`config.mk`:
```
export PLATFORM = sky130hd
export DESIGN_NAME = pti_core
export DESIGN_NICKNAME = d
export VERILOG_FILES = /design/src/core/pti_pkg.sv /design/src/core/pti_core.sv /design/src/core/pti_persist.sv
export VERILOG_INCLUDE_DIRS = /design/src /design/src/core
export SDC_FILE = /design/constraint.sdc
export NUM_CORES = 1
export LEC_CHECK = 0
export ABC_AREA = 1
export BUFFER_PORTS_ARGS = -buffer_cell sky130_fd_sc_hd__buf_2
export CORE_MARGIN = 2
export CORE_UTILIZATION = 45
export DETAILED_ROUTE_END_ITERATION = 12
export GPL_TIMING_DRIVEN = 0
export PLACE_DENSITY = 0.85
export SYNTH_ARGS = -nofsm -noshare
export SYNTH_HDL_FRONTEND = slang
export SYNTH_SLANG_ARGS = --single-unit
```
`constraint.sdc`:
```
create_clock -name MCLK -period 1.5 [get_ports MCLK]
set_input_delay 0.15 -clock MCLK [delete_from_list [all_inputs] [get_ports MCLK]]
set_output_delay 0.15 -clock MCLK [all_outputs]
set_load 0.01 [all_outputs]
```
`src/core/pti_params.svh`:
```
/*
 * Constants of the proximity threshold interrupt block: the flag register
 * command code, its field positions, reset values and the persistence code.
 * Assumes it is included by bare name from the package and the modules.
 */
`ifndef PTI_PARAMS_SVH
`define PTI_PARAMS_SVH

// ----------------------------------------------------------------------
// Register map
// ----------------------------------------------------------------------
`define PTI_FLAG_ADDR 8'hF9
`define PTI_ADDR_W 8
`define PTI_DATA_W 16

// ----------------------------------------------------------------------
// Field positions inside interrupt_event_flags
// ----------------------------------------------------------------------
`define PTI_FAR_BIT 8
`define PTI_NEAR_BIT 9
`define PTI_SUN_BIT 12

// ----------------------------------------------------------------------
// Reset values and persistence coding
// ----------------------------------------------------------------------
`define PTI_FLAG_RESET 1'h0
`define PTI_INT_N_RESET 1'h1
`define PTI_PERS_W 2
`define PTI_CNT_W 3

`endif

```
`src/core/pti_pkg.sv`:
```
/*
 * Types shared by the proximity threshold interrupt modules.
 * Assumes pti_params.svh sits in the include path.
 */
`include "pti_params.svh"

package pti_pkg;

   // -------------------------------------------------------------------
   // Enumerations
   // -------------------------------------------------------------------
   typedef enum logic [1:0]
   {
      MODE_LOGIC  = 2'h1,
      MODE_ENABLE = 2'h2
   } pti_mode_t;

   typedef enum logic [2:0]
   {
      DIR_NONE = 3'h1,
      DIR_NEAR = 3'h2,
      DIR_FAR  = 3'h4
   } pti_dir_t;

   // -------------------------------------------------------------------
   // State records
   // -------------------------------------------------------------------
   typedef struct packed
   {
      logic near_event_flag;
      logic far_event_flag;
      logic sunlight_guard_flag;
      pti_dir_t last_dir;
      logic int_n;
      logic [`PTI_DATA_W-1:0] rd_data;
      logic rd_valid;
   } pti_state_t;

   typedef struct packed
   {
      logic [`PTI_CNT_W-1:0] count;
      logic fire;
   } pti_pers_state_t;

endpackage

```
`src/core/pti_core.sv`:
```
/*
 * Proximity threshold interrupt logic: compares each measurement against
 * the high and low thresholds, filters crossings by persistence, keeps the
 * interrupt event flags and drives the active-low interrupt line.
 * Assumes measurements, thresholds, mode and the host register read
 * request all arrive synchronous to MCLK from the surrounding sensor logic.
 * THRESH_LOW is expected below THRESH_HIGH: with them swapped one sample
 * counts as both crossings and the near side wins the line in logic mode.
 */
//
// Function
// - Flag register at command 0xF9 holds a high-crossing flag, 1 on event.
// - Low-crossing flag sits in bit 8 of the flag register.
// - Low-crossing flag reads 0 when idle, 1 once recorded.
// - Interrupt line signals the host on high or low threshold crossings.
// - Logic mode and enable mode select how the interrupt line reacts.
// - Interrupt fires only after the configured consecutive crossing count; in enable mode a sunlight event also pulls the line low.
// - Sunlight protection flag sits in bit 12, 1 when such an event occurred.
// - In enable mode a flag register read clears pending crossing flags.
// - Logic mode: low on high crossing, high on low crossing, repeats ignored.
// - Persistence of one fires on the very first crossing.
`include "pti_params.svh"

module pti_core
(
   input wire logic MCLK,
   input wire logic NRST,
   input wire logic MEAS_VALID,
   input wire logic [`PTI_DATA_W-1:0] MEAS_DATA,
   input wire logic [`PTI_DATA_W-1:0] THRESH_HIGH,
   input wire logic [`PTI_DATA_W-1:0] THRESH_LOW,
   input wire logic MODE_ENABLE,
   input wire logic [`PTI_PERS_W-1:0] CROSSING_PERSISTENCE_COUNT,
   input wire logic SUNLIGHT_EVENT,
   input wire logic RD_STROBE,
   input wire logic [`PTI_ADDR_W-1:0] RD_ADDR,
   output logic [`PTI_DATA_W-1:0] RD_DATA,
   output logic RD_VALID,
   output logic INT_N
);

   // -------------------------------------------------------------------
   // Decoding helpers
   // -------------------------------------------------------------------
   function automatic logic is_flag_addr(input logic [`PTI_ADDR_W-1:0] a);
      is_flag_addr = (a == `PTI_FLAG_ADDR);
   endfunction

   function automatic logic [`PTI_DATA_W-1:0] pack_flags
   (
      input pti_pkg::pti_state_t s
   );
      logic [`PTI_DATA_W-1:0] v;
      v = '0;
      v[`PTI_NEAR_BIT] = s.near_event_flag;
      v[`PTI_FAR_BIT] = s.far_event_flag;
      v[`PTI_SUN_BIT] = s.sunlight_guard_flag;
      pack_flags = v;
   endfunction

   // Strict compare: a count equal to a threshold is no crossing
   function automatic logic crosses
   (
      input logic [`PTI_DATA_W-1:0] meas,
      input logic [`PTI_DATA_W-1:0] thresh,
      input logic above
   );
      if (above)
      begin
         crosses = (meas > thresh);
      end
      else
      begin
         crosses = (meas < thresh);
      end
   endfunction

   // Enable mode holds the line low while any flag waits for the host
   function automatic logic pending_level
   (
      input pti_pkg::pti_state_t s
   );
      pending_level = !(s.near_event_flag
                        || s.far_event_flag
                        || s.sunlight_guard_flag);
   endfunction

   // One place for the after-reset picture of every field
   function automatic pti_pkg::pti_state_t reset_state();
      pti_pkg::pti_state_t s;
      s.near_event_flag = `PTI_FLAG_RESET;
      s.far_event_flag = `PTI_FLAG_RESET;
      s.sunlight_guard_flag = `PTI_FLAG_RESET;
      s.last_dir = pti_pkg::DIR_NONE;
      s.int_n = `PTI_INT_N_RESET;
      s.rd_data = '0;
      s.rd_valid = 1'h0;
      reset_state = s;
   endfunction

   // -------------------------------------------------------------------
   // Crossing detection and persistence
   // -------------------------------------------------------------------
   logic [1:0] crossing;
   logic [1:0] fire;

   // Index 0 is the high (near) side, index 1 the low (far) side
   assign crossing[0] = crosses(MEAS_DATA, THRESH_HIGH, 1'h1);
   assign crossing[1] = crosses(MEAS_DATA, THRESH_LOW, 1'h0);

   // One counter per direction so a near run never feeds a far run
   genvar gi;
   generate
      for (gi = 0; gi < 2; gi = gi + 1)
      begin : g_pers
         pti_persist u_pers
         (
            .clk(MCLK),
            .nrst(NRST),
            .meas_valid(MEAS_VALID),
            .crossing(crossing[gi]),
            .pers_sel(CROSSING_PERSISTENCE_COUNT),
            .fire(fire[gi])
         );
      end
   endgenerate

   // -------------------------------------------------------------------
   // Flags, interrupt line and register read
   // -------------------------------------------------------------------
   pti_pkg::pti_state_t st_reg;
   pti_pkg::pti_state_t st_next;
   pti_pkg::pti_mode_t mode;
   logic near_ok;
   logic far_ok;
   logic flag_read;

   always_comb
   begin
      mode = MODE_ENABLE ? pti_pkg::MODE_ENABLE : pti_pkg::MODE_LOGIC;
      st_next = st_reg;
      st_next.rd_valid = RD_STROBE;
      flag_read = RD_STROBE && is_flag_addr(RD_ADDR);
      near_ok = fire[0];
      far_ok = fire[1];
      // Data show the flags before this cycle's clear takes effect
      st_next.rd_data = flag_read ? pack_flags(st_reg) : '0;

      unique case (mode)
         pti_pkg::MODE_LOGIC:
         begin
            // Same-direction repeats wait for the opposite crossing
            near_ok = fire[0] && (st_reg.last_dir != pti_pkg::DIR_NEAR);
            far_ok = fire[1] && (st_reg.last_dir != pti_pkg::DIR_FAR);
         end
         pti_pkg::MODE_ENABLE:
         begin
            if (flag_read)
            begin
               st_next.near_event_flag = 1'h0;
               st_next.far_event_flag = 1'h0;
            end
         end
      endcase

      if (flag_read)
      begin
         st_next.sunlight_guard_flag = 1'h0;
      end

      // Sets come last so an event in the clearing cycle is kept
      if (near_ok)
      begin
         st_next.near_event_flag = 1'h1;
         st_next.last_dir = pti_pkg::DIR_NEAR;
      end
      if (far_ok)
      begin
         st_next.far_event_flag = 1'h1;
         st_next.last_dir = pti_pkg::DIR_FAR;
      end
      if (SUNLIGHT_EVENT)
      begin
         st_next.sunlight_guard_flag = 1'h1;
      end

      unique case (mode)
         pti_pkg::MODE_LOGIC:
         begin
            // Level follows the direction of the latest accepted crossing
            if (near_ok)
            begin
               st_next.int_n = 1'h0;
            end
            else if (far_ok)
            begin
               st_next.int_n = 1'h1;
            end
         end
         pti_pkg::MODE_ENABLE:
         begin
            // Low while any flag is pending; the read releases it
            st_next.int_n = pending_level(st_next);
         end
      endcase
   end

   always_ff @(posedge MCLK)
   begin
      if (!NRST)
      begin
         st_reg <= reset_state();
      end
      else
      begin
         st_reg <= st_next;
      end
   end

   assign RD_DATA = st_reg.rd_data;
   assign RD_VALID = st_reg.rd_valid;
   assign INT_N = st_reg.int_n;

endmodule

```
`src/core/pti_persist.sv`:
```
/*
 * Consecutive crossing counter for one threshold direction.
 * Assumes one meas_valid pulse per finished measurement and that crossing
 * is valid in that cycle. fire is a one-cycle registered pulse.
 */
`include "pti_params.svh"

module pti_persist
(
   input wire logic clk,
   input wire logic nrst,
   input wire logic meas_valid,
   input wire logic crossing,
   input wire logic [`PTI_PERS_W-1:0] pers_sel,
   output logic fire
);

   pti_pkg::pti_pers_state_t st_reg;
   pti_pkg::pti_pers_state_t st_next;
   logic [`PTI_CNT_W-1:0] target;
   logic [`PTI_CNT_W-1:0] bumped;

   // -------------------------------------------------------------------
   // Next state
   // -------------------------------------------------------------------
   always_comb
   begin
      // Code 0..3 stands for a count of 1..4
      target = {1'h0, pers_sel} + 3'h1;
      bumped = st_reg.count + 3'h1;
      st_next = st_reg;
      st_next.fire = 1'h0;
      if (meas_valid)
      begin
         if (crossing)
         begin
            // Saturate so a long run fires once only
            if (st_reg.count < target)
            begin
               st_next.count = bumped;
               st_next.fire = (bumped == target);
            end
         end
         else
         begin
            // A non-crossing measurement breaks the run
            st_next.count = 3'h0;
         end
      end
   end

   always_ff @(posedge clk)
   begin
      if (!nrst)
      begin
         st_reg <= '0;
      end
      else
      begin
         st_reg <= st_next;
      end
   end

   assign fire = st_reg.fire;

endmodule

```
After elaboration in Yosys (flattened, before gate mapping)
Cells that the tools add are included.
W data, S select, Z words.
- bits of input ports: 64
- word-level logic and storage cells: 62
- flip-flop bits (word level): 32
- output and inout port bits: 18
- reduce and logical (&&, ||, !) cells: 13
- add/sub/neg operators: 3
- bitwise operators: 1
- magnitude comparators: 4
- mux-type cells: 18
- equal/unequal tests: 10
- operators with widths (kind ; number):
    $gt A16 B16 Y1 ; 1
    $lt A16 B16 Y1 ; 1
    $mux W3 ; 4
    $eq A8 B8 Y1 const B ; 1
    $mux W1 ; 8
    $mux W4 ; 2
    $reduce_and A4 Y1 ; 2
    $add A3 B1 Y3 const B ; 2
    $eq A3 B3 Y1 ; 2
    $lt A3 B3 Y1 ; 2
    $mux W2 ; 3
    $ne A3 B3 Y1 const B ; 2
    $reduce_and A2 Y1 ; 3
    $ne A2 B2 Y1 const B ; 2
    $add A2 B1 Y3 const B ; 1
    $logic_and A1 B1 Y1 ; 3
    $ne A3 B2 Y1 const B ; 1
    $eq A2 B1 Y1 const B ; 1
    $eq A2 B2 Y1 const B ; 1
    $logic_or A1 B1 Y1 ; 2
    $pmux W1 S2 ; 1
    $reduce_bool A2 Y1 ; 1
    $reduce_or A2 Y1 ; 1
    $logic_not A1 Y1 ; 1
    $not A1 Y1 ; 1

Depth between registers and ports, before layout
Gate-level depths: netlist of the first run.
- word-level depth: 9
- gate-level depth with buffers: 15
- mapped depth without buffers: 15

By module
Synthesis of the first run repeated with hierarchy kept, for this count alone.
- cells, all modules: 294
- area total of the unflattened synthesis: 1991.9 um^2
- by module, submodules not included (module ; area an instance (um^2) ; sequential area each (um^2) ; times used ; cells an instance):
    pti_core ; 1361.3 ; 220.2 ; 1 ; 204
    pti_persist ; 315.3 ; 80.1 ; 2 ; 45

Least setup slack after synthesis of the first run
Ideal clock, no wire load.
- kind: in2reg
- start: in CROSSING_PERSISTENCE_COUNT[0]
- end: reg g_pers[0].u_pers.st_reg[2] (netlist name)
- path slack: 0.078 ns
- buffers on the path: 0
- data arrival time: 1.351 ns
- stages: 10
- library setup time: 0.071 ns
- data required time: 1.429 ns
- cells stage by stage: ha_1 -> inv_2 -> ha_1 -> inv_1 -> nor2_1 -> o21ai_1 -> nand3_1 -> inv_1 -> nand4_1 -> a21oi_1
- cells in the longest elaborated chain, start to end: 4
- ends and longest elaborated chain (what ; line ; source):
    from (decl) ; pti_core.sv:33 ; input wire logic [`PTI_PERS_W-1:0] CROSSING_PERSISTENCE_COUNT,
    $add A2 B1 Y3 ; pti_persist.sv:29 ; target = {1'h0, pers_sel} + 3'h1;
    $lt A3 B3 Y1 ; pti_persist.sv:38 ; if (st_reg.count < target)
    $ne A2 B2 Y1 (no source line) ; - ;
    $reduce_and A2 Y1 (no source line) ; - ;
    to (signal assigned) ; pti_persist.sv:60 ; st_reg <= st_next;
    to (decl) ; pti_persist.sv:18 ; pti_pkg::pti_pers_state_t st_reg;
Every way passes these cells.
A chain may end at the register's enable or synchronous reset.

Worst setup path in the final report of the first run
- start: reg g_pers[0].u_pers.st_reg[2] (netlist name)
- end: reg g_pers[0].u_pers.st_reg[3] (netlist name)
- cells in the longest elaborated chain, start to end: 3
- elaborated cells between the ends (all ways): 6
- those cells by class: 1 x add/sub; 1 x order compare; 1 x eq/ne; 2 x mux; 1 x reduce/logical
- ends and longest elaborated chain (what ; line):
    $add A3 B1 Y3 / $lt A3 B3 Y1 (equally long branches) ; pti_persist.sv:30, pti_persist.sv:38
    $mux W4 / $ne A2 B2 Y1 (equally long branches) ; -
    $mux W3 / $reduce_and A2 Y1 (equally long branches) ; -
Several ways; a longest one is shown, not always the timed one. The select of a mux whose other input is x is not followed.

==> results of run 1 <==
[power breakdown]
part	switching [mW]	leakage [nW]	internal [mW]	total [mW]
logic	0.260	1.28	0.227	0.487
clock network	0.172	0.0255	0.184	0.356
registers	0.0117	0.156	0.524	0.536
total	0.444	1.46	0.935	1.38
[layout make-up]
cell class              count  area, um2  share of cell area [%]
multi-input cells         194       1270                    51.5
inverters                  63        239                    9.69
plain buffers              17        124                    5.02
well taps                  50       62.6                    2.54
clock inverters             1       5.00                   0.203
flip-flops and latches     19        383                    15.5
clock buffers               3       41.3                    1.67
repair buffers             68        340                    13.8
[worst min-delay path: cells and delay by family]
kind | cells | cell delay [ns]
and+or+nand+nor | 1 | 0.04
buffers and inverters | 2 | 0.12
[per-layer routing]
metal | track usage (%) | share of wire, % | wire length [um]
met1 | 19.1 | 44 | 1730
met2 | 31.7 | 51 | 2030
met3 | 1.74 | 4.0 | 158
met4 | 5.23 | 1.1 | 42
met5 | 0 | 0 | 0
[cell usage after synthesis]
cell type / count / area share [%]
nand2_2: 1 / 0.33
a21oi_2: 1 / 0.46
o21bai_1: 1 / 0.39
ha_1: 40 / 26
o21ai_1: 10 / 2.6
buf_4: 16 / 6.3
nand4_1: 5 / 1.6
conb_1: 1 / 0.20
nor2_2: 1 / 0.33
nor4_1: 1 / 0.33
a211oi_1: 2 / 0.78
nor2_1: 28 / 5.5
o211ai_1: 1 / 0.39
o21ai_0: 2 / 0.52
inv_2: 8 / 1.6
a31oi_2: 1 / 0.65
nand3_1: 8 / 2.1
nand2_1: 49 / 9.6
nor3_1: 3 / 0.78
nor3_2: 1 / 0.52
dfxtp_1: 19 / 20
a21oi_1: 20 / 5.2
and3_1: 1 / 0.33
nand3_2: 1 / 0.52
a21o_1: 1 / 0.39
clkbuf_1: 1 / 0.20
xnor2_1: 2 / 0.92
inv_1: 55 / 11
nor3b_2: 1 / 0.65
[worst max path at each step]
stage	startpoint	end	slack, ns	depth (start not counted)
global placement	CROSSING_PERSISTENCE_COUNT[0]	g_pers[0].u_pers.st_reg[2]	-0.16	11
CTS	CROSSING_PERSISTENCE_COUNT[0]	g_pers[0].u_pers.st_reg[3]	0.03	11
finish	g_pers[0].u_pers.st_reg[2]	g_pers[0].u_pers.st_reg[3]	0.09	8
detailed placement	CROSSING_PERSISTENCE_COUNT[0]	g_pers[0].u_pers.st_reg[3]	-0.21	11
floorplan	CROSSING_PERSISTENCE_COUNT[0]	g_pers[0].u_pers.st_reg[2]	0.08	10
global route	g_pers[0].u_pers.st_reg[2]	g_pers[0].u_pers.fire	-0.02	5
[timing repair]
item,CTS,global route
endpoints found under the setup margin,0,7
gates resized for setup,0,11
endpoints found under the hold margin,0,0
[cells by family (layout without fill, tap and decap cells)]
| logic type | Yosys count | after routing |
|---|---|---|
| compound gates | 39 | 39 |
| flops | 19 | 19 |
| simple gates | 100 | 100 |
| xor+xnor | 2 | 2 |
| fa+ha+maj | 40 | 40 |
| other cells | 1 | 13 |
| buf+inv | 80 | 152 |
[through the flow]
stage / cell area (um2) / util [%]
3_5_place_dp: 2360 / 58.2
2_1_floorplan: 1960 / -
6_report: 2470 / 60.8
5_1_grt: 2470 / 60.8
3_3_place_gp: 2360 / 58.2
4_1_cts: 2410 / 59.4
==> results.tsv, run 1 <==
stage	metric	value	unit
cts	count of clock tree sinks	19	
cts	worst-skew pair later-pin latency	0.25	ns
sta	final-report max-slew violation count	0	
power_and_ir_drop	Pwr Density	559	nW/um2
critical_path	Cell Chain, Critical Path	ha_4, inv_1, nor2_1, o21ai_1, nand3_1, inv_1, nand4_1, a21oi_1	
critical_path	worst flop-to-flop path startpoint	g_pers[0].u_pers.st_reg[2]	
synth	FF+latch count, synth	19	
hold_path	hold depth	3	
synth	post-synth cell types	29	
sta	setup_tns	0	ns
drt	Starting DRT DRC Count	60	
finish	layout cells sized above 1	30.7	%
placement	port bufs	68	
global_route	GR Util All Layers	16.6	%
critical_path	critical path class	reg2reg	
sta	fraction of the cycle the final worst path needs	93.9	%
placement	dpl cells	411	
finish	Fillers	353	
synth	post-synthesis mux area share	0	%
sta	WHS	0.0824	ns
sta	min cycle time layout	1.41	ns
cts	CTS HTree Levels	1	
sta	Final Hold Fails	0	
global_route	antenna violations before repair	0	
placement	GPL Wtd Cong	0.838	
synth	Mapped Area	1910	um2
sta	clock skew	0.00403	ns
critical_path	CP arrival	1.59	ns
finish	Area Growth Syn to Fin	28.8	%
finish	n_diodes	0	
die	area of the core	4060	um2
power_and_ir_drop	Total Power	1.38	mW
placement	dpl ws	-0.212	ns
die	Die Area	4790	um2
global_route	total grt overflow	0	
drt	antenna viol nets, final	0	
drt	drt first pass iters	4	
sta	PnR worst setup slack	0.0922	ns
critical_path	crit end category	flop	
critical_path	critical path's largest stage delay	0.37	ns
drt	wire per inst	9.55	um
die	Die Y	69.2	um
critical_path	Top cell by count, worst path	inv_1	
synth	Synth Area in Adders	26.1	%
synth	area fraction in compound gates after synthesis	11.4	%
cts	Clock transition at path regs	0.07	ns
power_and_ir_drop	Leakage	1.46	nW
run	Max-cap violations	0	
die	Initial Util	47.2	%
cts	Inserted Clock Buffers	3	
critical_path	CP required	1.68	ns
synth	Mapped Cells	281	
synth	dominant combinational cell family by area after synthesis	adder cells	
critical_path	crit start category	flop	
cts	CTS tree	done	
finish	most frequent cells in the layout	buf_2 (68), inv_1 (55), nand2_1 (49)	
cts	CTS Root Cell	clkbuf_8	
hold_path	HP Class	in2reg	
synth	Seq/Total Area, Yosys	19.9	%
finish	Post-Layout Cell Count	415	
cts	CTS max path bufs	2	
drt	drt drc	0	
placement	DPL Wire Length	3.40	mm
die	Rows	23	
critical_path	worst reg2reg path endpoint	g_pers[0].u_pers.st_reg[3]	
critical_path	slowest stage cell, crit path	dfxtp_2	
status	status	finished clean	
drt	total number of vias	1914	
power_and_ir_drop	Peak VDD IR	0.349	mV
global_route	largest net degree at the start of global routing	12	
synth	Synth Area in Simple Gates	22.6	%
die	die width	69.2	um
global_route	first-pass GRT wire length	6.91	mm
finish	layout net count	470	
critical_path	reg-to-reg slack, setup	0.09	ns
critical_path	CP Buf/Inv Count	2	
drt	via/cell ratio	4.61	
die	# IOs	82	
synth	Synth warnings	0	
hold_path	hold path startpoint	RD_STROBE	
critical_path	Max FO, Critical Path	3	
cts	Post-CTS Hold Buffers	0	
global_route	vias in the first global route	1824	
hold_path	WHS Endpoint	RD_VALID	
drt	DRT Wirelength	3.96	mm
sta	fmax	710	MHz
sta	final setup violation count	0	
synth	Mean Syn Cell Area	6.81	um2
synth	Post-Synth XOR/XNOR Area	0.915	%
cts	Setup Fix Bufs, Post-CTS	0	
critical_path	CP top delay family	flip-flops	
finish	most common cell after layout, fill and taps aside	buf_2	
critical_path	worst r2r path cells	8	
Note: power is estimated with default switching activity, not from simulation.
==> run 2: changes to the inputs <==
Settings changed: CORE_UTILIZATION 45 to 48, CTS_CLUSTER_DIAMETER set to 150, GPL_TIMING_DRIVEN 0 to 1, PLACE_DENSITY 0.85 to 0.89.
==> run 2 against run 1 <==
Compared with the run above: worst hold slack improved by 0.0059 ns; largest cell class unchanged; largest power group unchanged; wire length rose by 1.8%; clock skew fell by 0.0022 ns; clock power fell by 3%; sequential share of layout area rose by 0.74 points; flip-flop and latch count did not move; worst setup slack got worse by 0.014 ns; final cell count fell by 2.9%; combinational power fell by 3%; non-clock buffer count fell by 10; die area fell by 5.9%; register-to-register slack barely moved.
==> results.tsv, run 2 (synthesis results as in run 1) <==
stage	metric	value	unit
finish	most frequent cells in the layout	buf_2 (68), inv_1 (55), nand2_1 (49)	
sta	final setup violation count	0	
finish	Post-Layout Cell Count	403	
placement	port bufs	68	
die	Die Area	4510	um2
finish	layout net count	460	
critical_path	worst r2r path cells	8	
die	die width	67.2	um
critical_path	crit start category	flop	
global_route	vias in the first global route	1734	
sta	Final Hold Fails	0	
global_route	antenna violations before repair	0	
sta	fmax	703	MHz
placement	DPL Wire Length	3.49	mm
cts	Inserted Clock Buffers	3	
drt	antenna viol nets, final	0	
critical_path	CP arrival	1.61	ns
critical_path	reg-to-reg slack, setup	0.08	ns
finish	multi-input logic area	1240	um2
global_route	total grt overflow	0	
cts	count of clock tree sinks	19	
cts	CTS max path bufs	2	
hold_path	HP Class	in2reg	
finish	layout cells sized above 1	27.6	%
sta	clock skew	0.00182	ns
critical_path	Setup crit end	g_pers[1].u_pers.st_reg[2]	
finish	Util after Layout	63.1	%
sta	min cycle time layout	1.42	ns
critical_path	worst reg2reg path endpoint	g_pers[1].u_pers.st_reg[2]	
power_and_ir_drop	Peak VDD IR	0.457	mV
sta	final-report max-slew violation count	0	
power_and_ir_drop	Leakage	1.40	nW
die	Die Y	67.2	um
finish	most common cell after layout, fill and taps aside	buf_2	
drt	drt first pass iters	4	
cts	CTS HTree Levels	1	
placement	GPL Wtd Cong	0.851	
critical_path	CP required	1.69	ns
die	# IOs	82	
drt	drt drc	0	
drt	Starting DRT DRC Count	48	
global_route	GR Util All Layers	18.3	%
global_route	largest net degree at the start of global routing	13	
status	status	finished clean	
finish	FF+latch area	384	um2
finish	Fillers	351	
die	Rows	22	
critical_path	CP startpoint	g_pers[1].u_pers.st_reg[3]	
run	Max-cap violations	0	
critical_path	worst flop-to-flop path startpoint	g_pers[1].u_pers.st_reg[3]	
finish	n_diodes	0	
drt	via/cell ratio	4.67	
cts	CTS tree	done	
power_and_ir_drop	Pwr Density	573	nW/um2
critical_path	critical path class	reg2reg	
die	Initial Util	51.1	%
cts	Clock transition at path regs	0.07	ns
sta	fraction of the cycle the final worst path needs	94.8	%
placement	dpl cells	397	
global_route	first-pass GRT wire length	6.54	mm
finish	Area Growth Syn to Fin	23.4	%
sta	RSZ-0062 raised after global routing	yes	
sta	PnR worst setup slack	0.0780	ns
drt	DRT Wirelength	4.04	mm
die	area of the core	3740	um2
critical_path	crit end category	flop	
placement	dpl ws	-0.170	ns
drt	total number of vias	1884	
cts	worst-skew pair later-pin latency	0.25	ns
critical_path	Max FO, Critical Path	3	
drt	wire per inst	10.0	um
cts	CTS Root Cell	clkbuf_8	
## run 2: timing repair
action,in CTS,in global routing
endpoints found under the setup margin,0,5
buffers inserted,0,2
resized for setup,0,5
hold buffers,0,0
## run 2: report_power, final
part,internal [mW],switching [mW]
logic,0.215,0.256
clock network,0.188,0.157
registers,0.525,0.0124
total,0.929,0.425
## run 2: through the flow
stage	setup TNS (ns)	total power [mW]	area, um2	hold slack [ns]
after floorplan	0	0.856	1960	0.219
after global placement	-0.409	0.982	2270	0.355
after detailed placement	-0.692	1.00	2270	0.348
after CTS	0	1.34	2320	0.0877
after global routing	-0.0477	1.46	2360	0.113
final	0	1.35	2360	0.0882
## run 2: area by class of cell
cell class / instances / area share [%]
inverters: 63 / 10.0
flip-flops and latches: 19 / 16.3
well taps: 48 / 2.54
multi-input cells: 194 / 52.6
clock buffers: 4 / 1.91
repair buffers: 75 / 16.6
## run 2: critical path, stage by stage, from the launching register on
cell and delay, ns:
dfxtp_2 0.38, ha_4 0.21, a21oi_1 0.15, o21ai_1 0.11, nor2_1 0.12, nand3_1 0.12
inv_2 0.09, nand2_1 0.05, a21oi_1 0.13
## run 2: worst min-delay path by stage
stage,cells past startpoint,slack [ns],end,startpoint
after floorplan,1,0.22,st_reg[18],NRST
after global placement,3,0.35,RD_VALID,RD_STROBE
after detailed placement,3,0.35,RD_VALID,RD_STROBE
after CTS,3,0.09,RD_VALID,RD_STROBE
after global routing,3,0.11,RD_VALID,RD_STROBE
final,3,0.09,RD_VALID,RD_STROBE
## run 2: metal layers
layer  GRT usage (%)  routed length, um
met1            19.3               1690
met2            37.6               2140
met3            3.33                178
met4            2.81                 21
met5               0                  0
==> run 3: changes to the inputs <==
Settings changed: MAX_ROUTING_LAYER set to met4.
==> run 3 against run 2 <==
Compared with the run above: critical path depth did not move; final cell count unchanged; worst setup slack lost 0.0027 ns; worst hold slack improved by 0.0014 ns; non-clock buffer count stayed put; combinational power barely moved; sequential power about the same; register-to-register slack hardly changed; first-iteration DRC count fell by 8.3%; flip-flop and latch count is the same; critical path type unchanged; critical endpoint unchanged; largest power group unchanged.
==> results.tsv, run 3 (synthesis results as in run 1) <==
stage	metric	value	unit
finish	n_diodes	0	
global_route	first-pass GRT wire length	6.56	mm
power_and_ir_drop	cell internal pwr	0.929	mW
critical_path	worst flop-to-flop path startpoint	g_pers[1].u_pers.st_reg[3]	
finish	Fillers	351	
sta	min cycle time layout	1.42	ns
placement	DPL Wire Length	3.49	mm
drt	wire per inst	9.96	um
finish	most common cell after layout, fill and taps aside	buf_2	
global_route	GR Util All Layers	18.8	%
sta	RSZ-0062 raised after global routing	yes	
global_route	vias in the first global route	1729	
finish	layout cells sized above 1	27.6	%
power_and_ir_drop	Peak VDD IR	0.457	mV
critical_path	CP Buf/Inv Count	1	
hold_path	hold path startpoint	RD_STROBE	
drt	max layer used	met4	
power_and_ir_drop	switching share of power	31.2	%
critical_path	reg-to-reg slack, setup	0.08	ns
sta	final-report max-slew violation count	0	
sta	fmax	702	MHz
critical_path	critical path's largest stage delay	0.38	ns
critical_path	worst reg2reg path endpoint	g_pers[1].u_pers.st_reg[2]	
hold_path	HP Class	in2reg	
die	area of the core	3740	um2
die	Die Y	67.2	um
global_route	antenna violations before repair	0	
power_and_ir_drop	Reg power frac	39.8	%
critical_path	critical path class	reg2reg	
power_and_ir_drop	Pwr Density	572	nW/um2
cts	Post-CTS Hold Buffers	0	
sta	final setup violation count	0	
sta	WHS	0.0896	ns
die	# IOs	82	
finish	most frequent cells in the layout	buf_2 (68), inv_1 (55), nand2_1 (49)	
critical_path	slowest stage cell, crit path	dfxtp_2	
cts	count of clock tree sinks	19	
placement	GPL Wtd Cong	0.865	
cts	CTS HTree Levels	1	
critical_path	CP required	1.68	ns
critical_path	crit end category	flop	
placement	dpl ws	-0.170	ns
cts	CTS tree	done	
status	status	finished clean	
critical_path	Cell Chain, Critical Path	ha_4, a21oi_1, o21ai_1, nor2_1, nand3_1, inv_2, nand2_1, a21oi_1	
drt	via/cell ratio	4.67	
drt	Starting DRT DRC Count	44	
cts	Inserted Clock Buffers	3	
drt	DRT Wirelength	4.02	mm
sta	clock skew	0.000874	ns
drt	antenna viol nets, final	0	
critical_path	Max FO, Critical Path	3	
power_and_ir_drop	Comb power frac	34.9	%
critical_path	CP arrival	1.61	ns
power_and_ir_drop	Leakage	1.40	nW
drt	met3 routed WL	177	um
drt	total number of vias	1881	
die	Initial Util	51.1	%
finish	Area Growth Syn to Fin	23.4	%
drt	drt first pass iters	4	
critical_path	Top cell by count, worst path	a21oi_1	
global_route	largest net degree at the start of global routing	13	
cts	CTS Root Cell	clkbuf_8	
cts	CTS max path bufs	2	
drt	drt drc	0	
sta	fraction of the cycle the final worst path needs	95.0	%
hold_path	WHS Endpoint	RD_VALID	
cts	worst-skew pair later-pin latency	0.25	ns
die	Die Area	4510	um2
critical_path	worst r2r path cells	8	
sta	PnR worst setup slack	0.0753	ns
drt	Met1 Wirelength	1.68	mm
run	Max-cap violations	0	
power_and_ir_drop	Total Power	1.35	mW
placement	port bufs	68	
die	Rows	22	
cts	Clock transition at path regs	0.07	ns
sta	Final Hold Fails	0	
critical_path	CP top delay family	compound AO/OA/AOI/OAI gates	
die	die width	67.2	um
critical_path	crit start category	flop	
power_and_ir_drop	clock share of power	25.3	%
sta	setup_tns	0	ns
hold_path	hold depth	3	
finish	layout net count	460	
drt	WL met2	2.14	mm
global_route	total grt overflow	0	
power_and_ir_drop	Sw Pwr	0.422	mW
[run 3: cell counts in the layout (fill, tap and decap cells not counted)]
Identical to the previous run, type by type.
[run 3: final cells by class]
class	count	area [um2]	area share, %
multi-input combinational	194	1240	52.6
timing repair buffer	75	393	16.6
sequential	19	384	16.3
tap	48	60.1	2.54
inverter	63	236	10.0
clock buffer	4	45.0	1.91
[run 3: metal layers]
metal | vias up | GRT usage [%]
met5 | - | -
met4 | 0 | 2.81
met3 | 2 | 3.33
met2 | 48 | 37.6
met1 | 819 | 19.3
li1 | 1012 | -
[run 3: worst max path at each step]
stage,from,end,slack [ns],depth (start not counted)
2_1_floorplan,CROSSING_PERSISTENCE_COUNT[0],g_pers[0].u_pers.st_reg[2],0.08,10
3_3_place_gp,CROSSING_PERSISTENCE_COUNT[0],g_pers[0].u_pers.st_reg[2],-0.12,11
3_5_place_dp,CROSSING_PERSISTENCE_COUNT[0],g_pers[0].u_pers.st_reg[2],-0.17,11
4_1_cts,g_pers[1].u_pers.st_reg[3],g_pers[1].u_pers.st_reg[2],0.09,8
5_1_grt,g_pers[1].u_pers.st_reg[3],g_pers[1].u_pers.st_reg[1],-0.05,8
6_report,g_pers[1].u_pers.st_reg[3],g_pers[1].u_pers.st_reg[2],0.08,8
[run 3: what timing repair did]
| item | CTS | global route |
|---|---|---|
| buffers inserted | 0 | 2 |
| setup endpoints to repair | 0 | 5 |
| resized for setup | 0 | 5 |
[run 3: worst register-to-register path: stages (launching register included)]
cell and delay [ns]:
dfxtp_2 0.38, ha_4 0.21, a21oi_1 0.15, o21ai_1 0.11
nor2_1 0.12, nand3_1 0.12, inv_2 0.09, nand2_1 0.05
a21oi_1 0.13
[run 3: per-stage QoR]
step           utilization (%)  cell area (um2)  cells
2_1_floorplan                -             1960    293
3_3_place_gp              60.7             2270    397
3_5_place_dp              60.7             2270    397
4_1_cts                   61.9             2320    401
5_1_grt                   63.1             2360    403
6_report                  63.1             2360    403
[run 3: power by group through the flow]
stage / logic, mW / clock network (mW) / registers [mW]
after global placement: 0.436 / 0 / 0.546
after detailed placement: 0.455 / 0 / 0.548
after global routing: 0.548 / 0.374 / 0.539
after floorplan: 0.310 / 0 / 0.547
after CTS: 0.457 / 0.350 / 0.537
final: 0.471 / 0.342 / 0.538
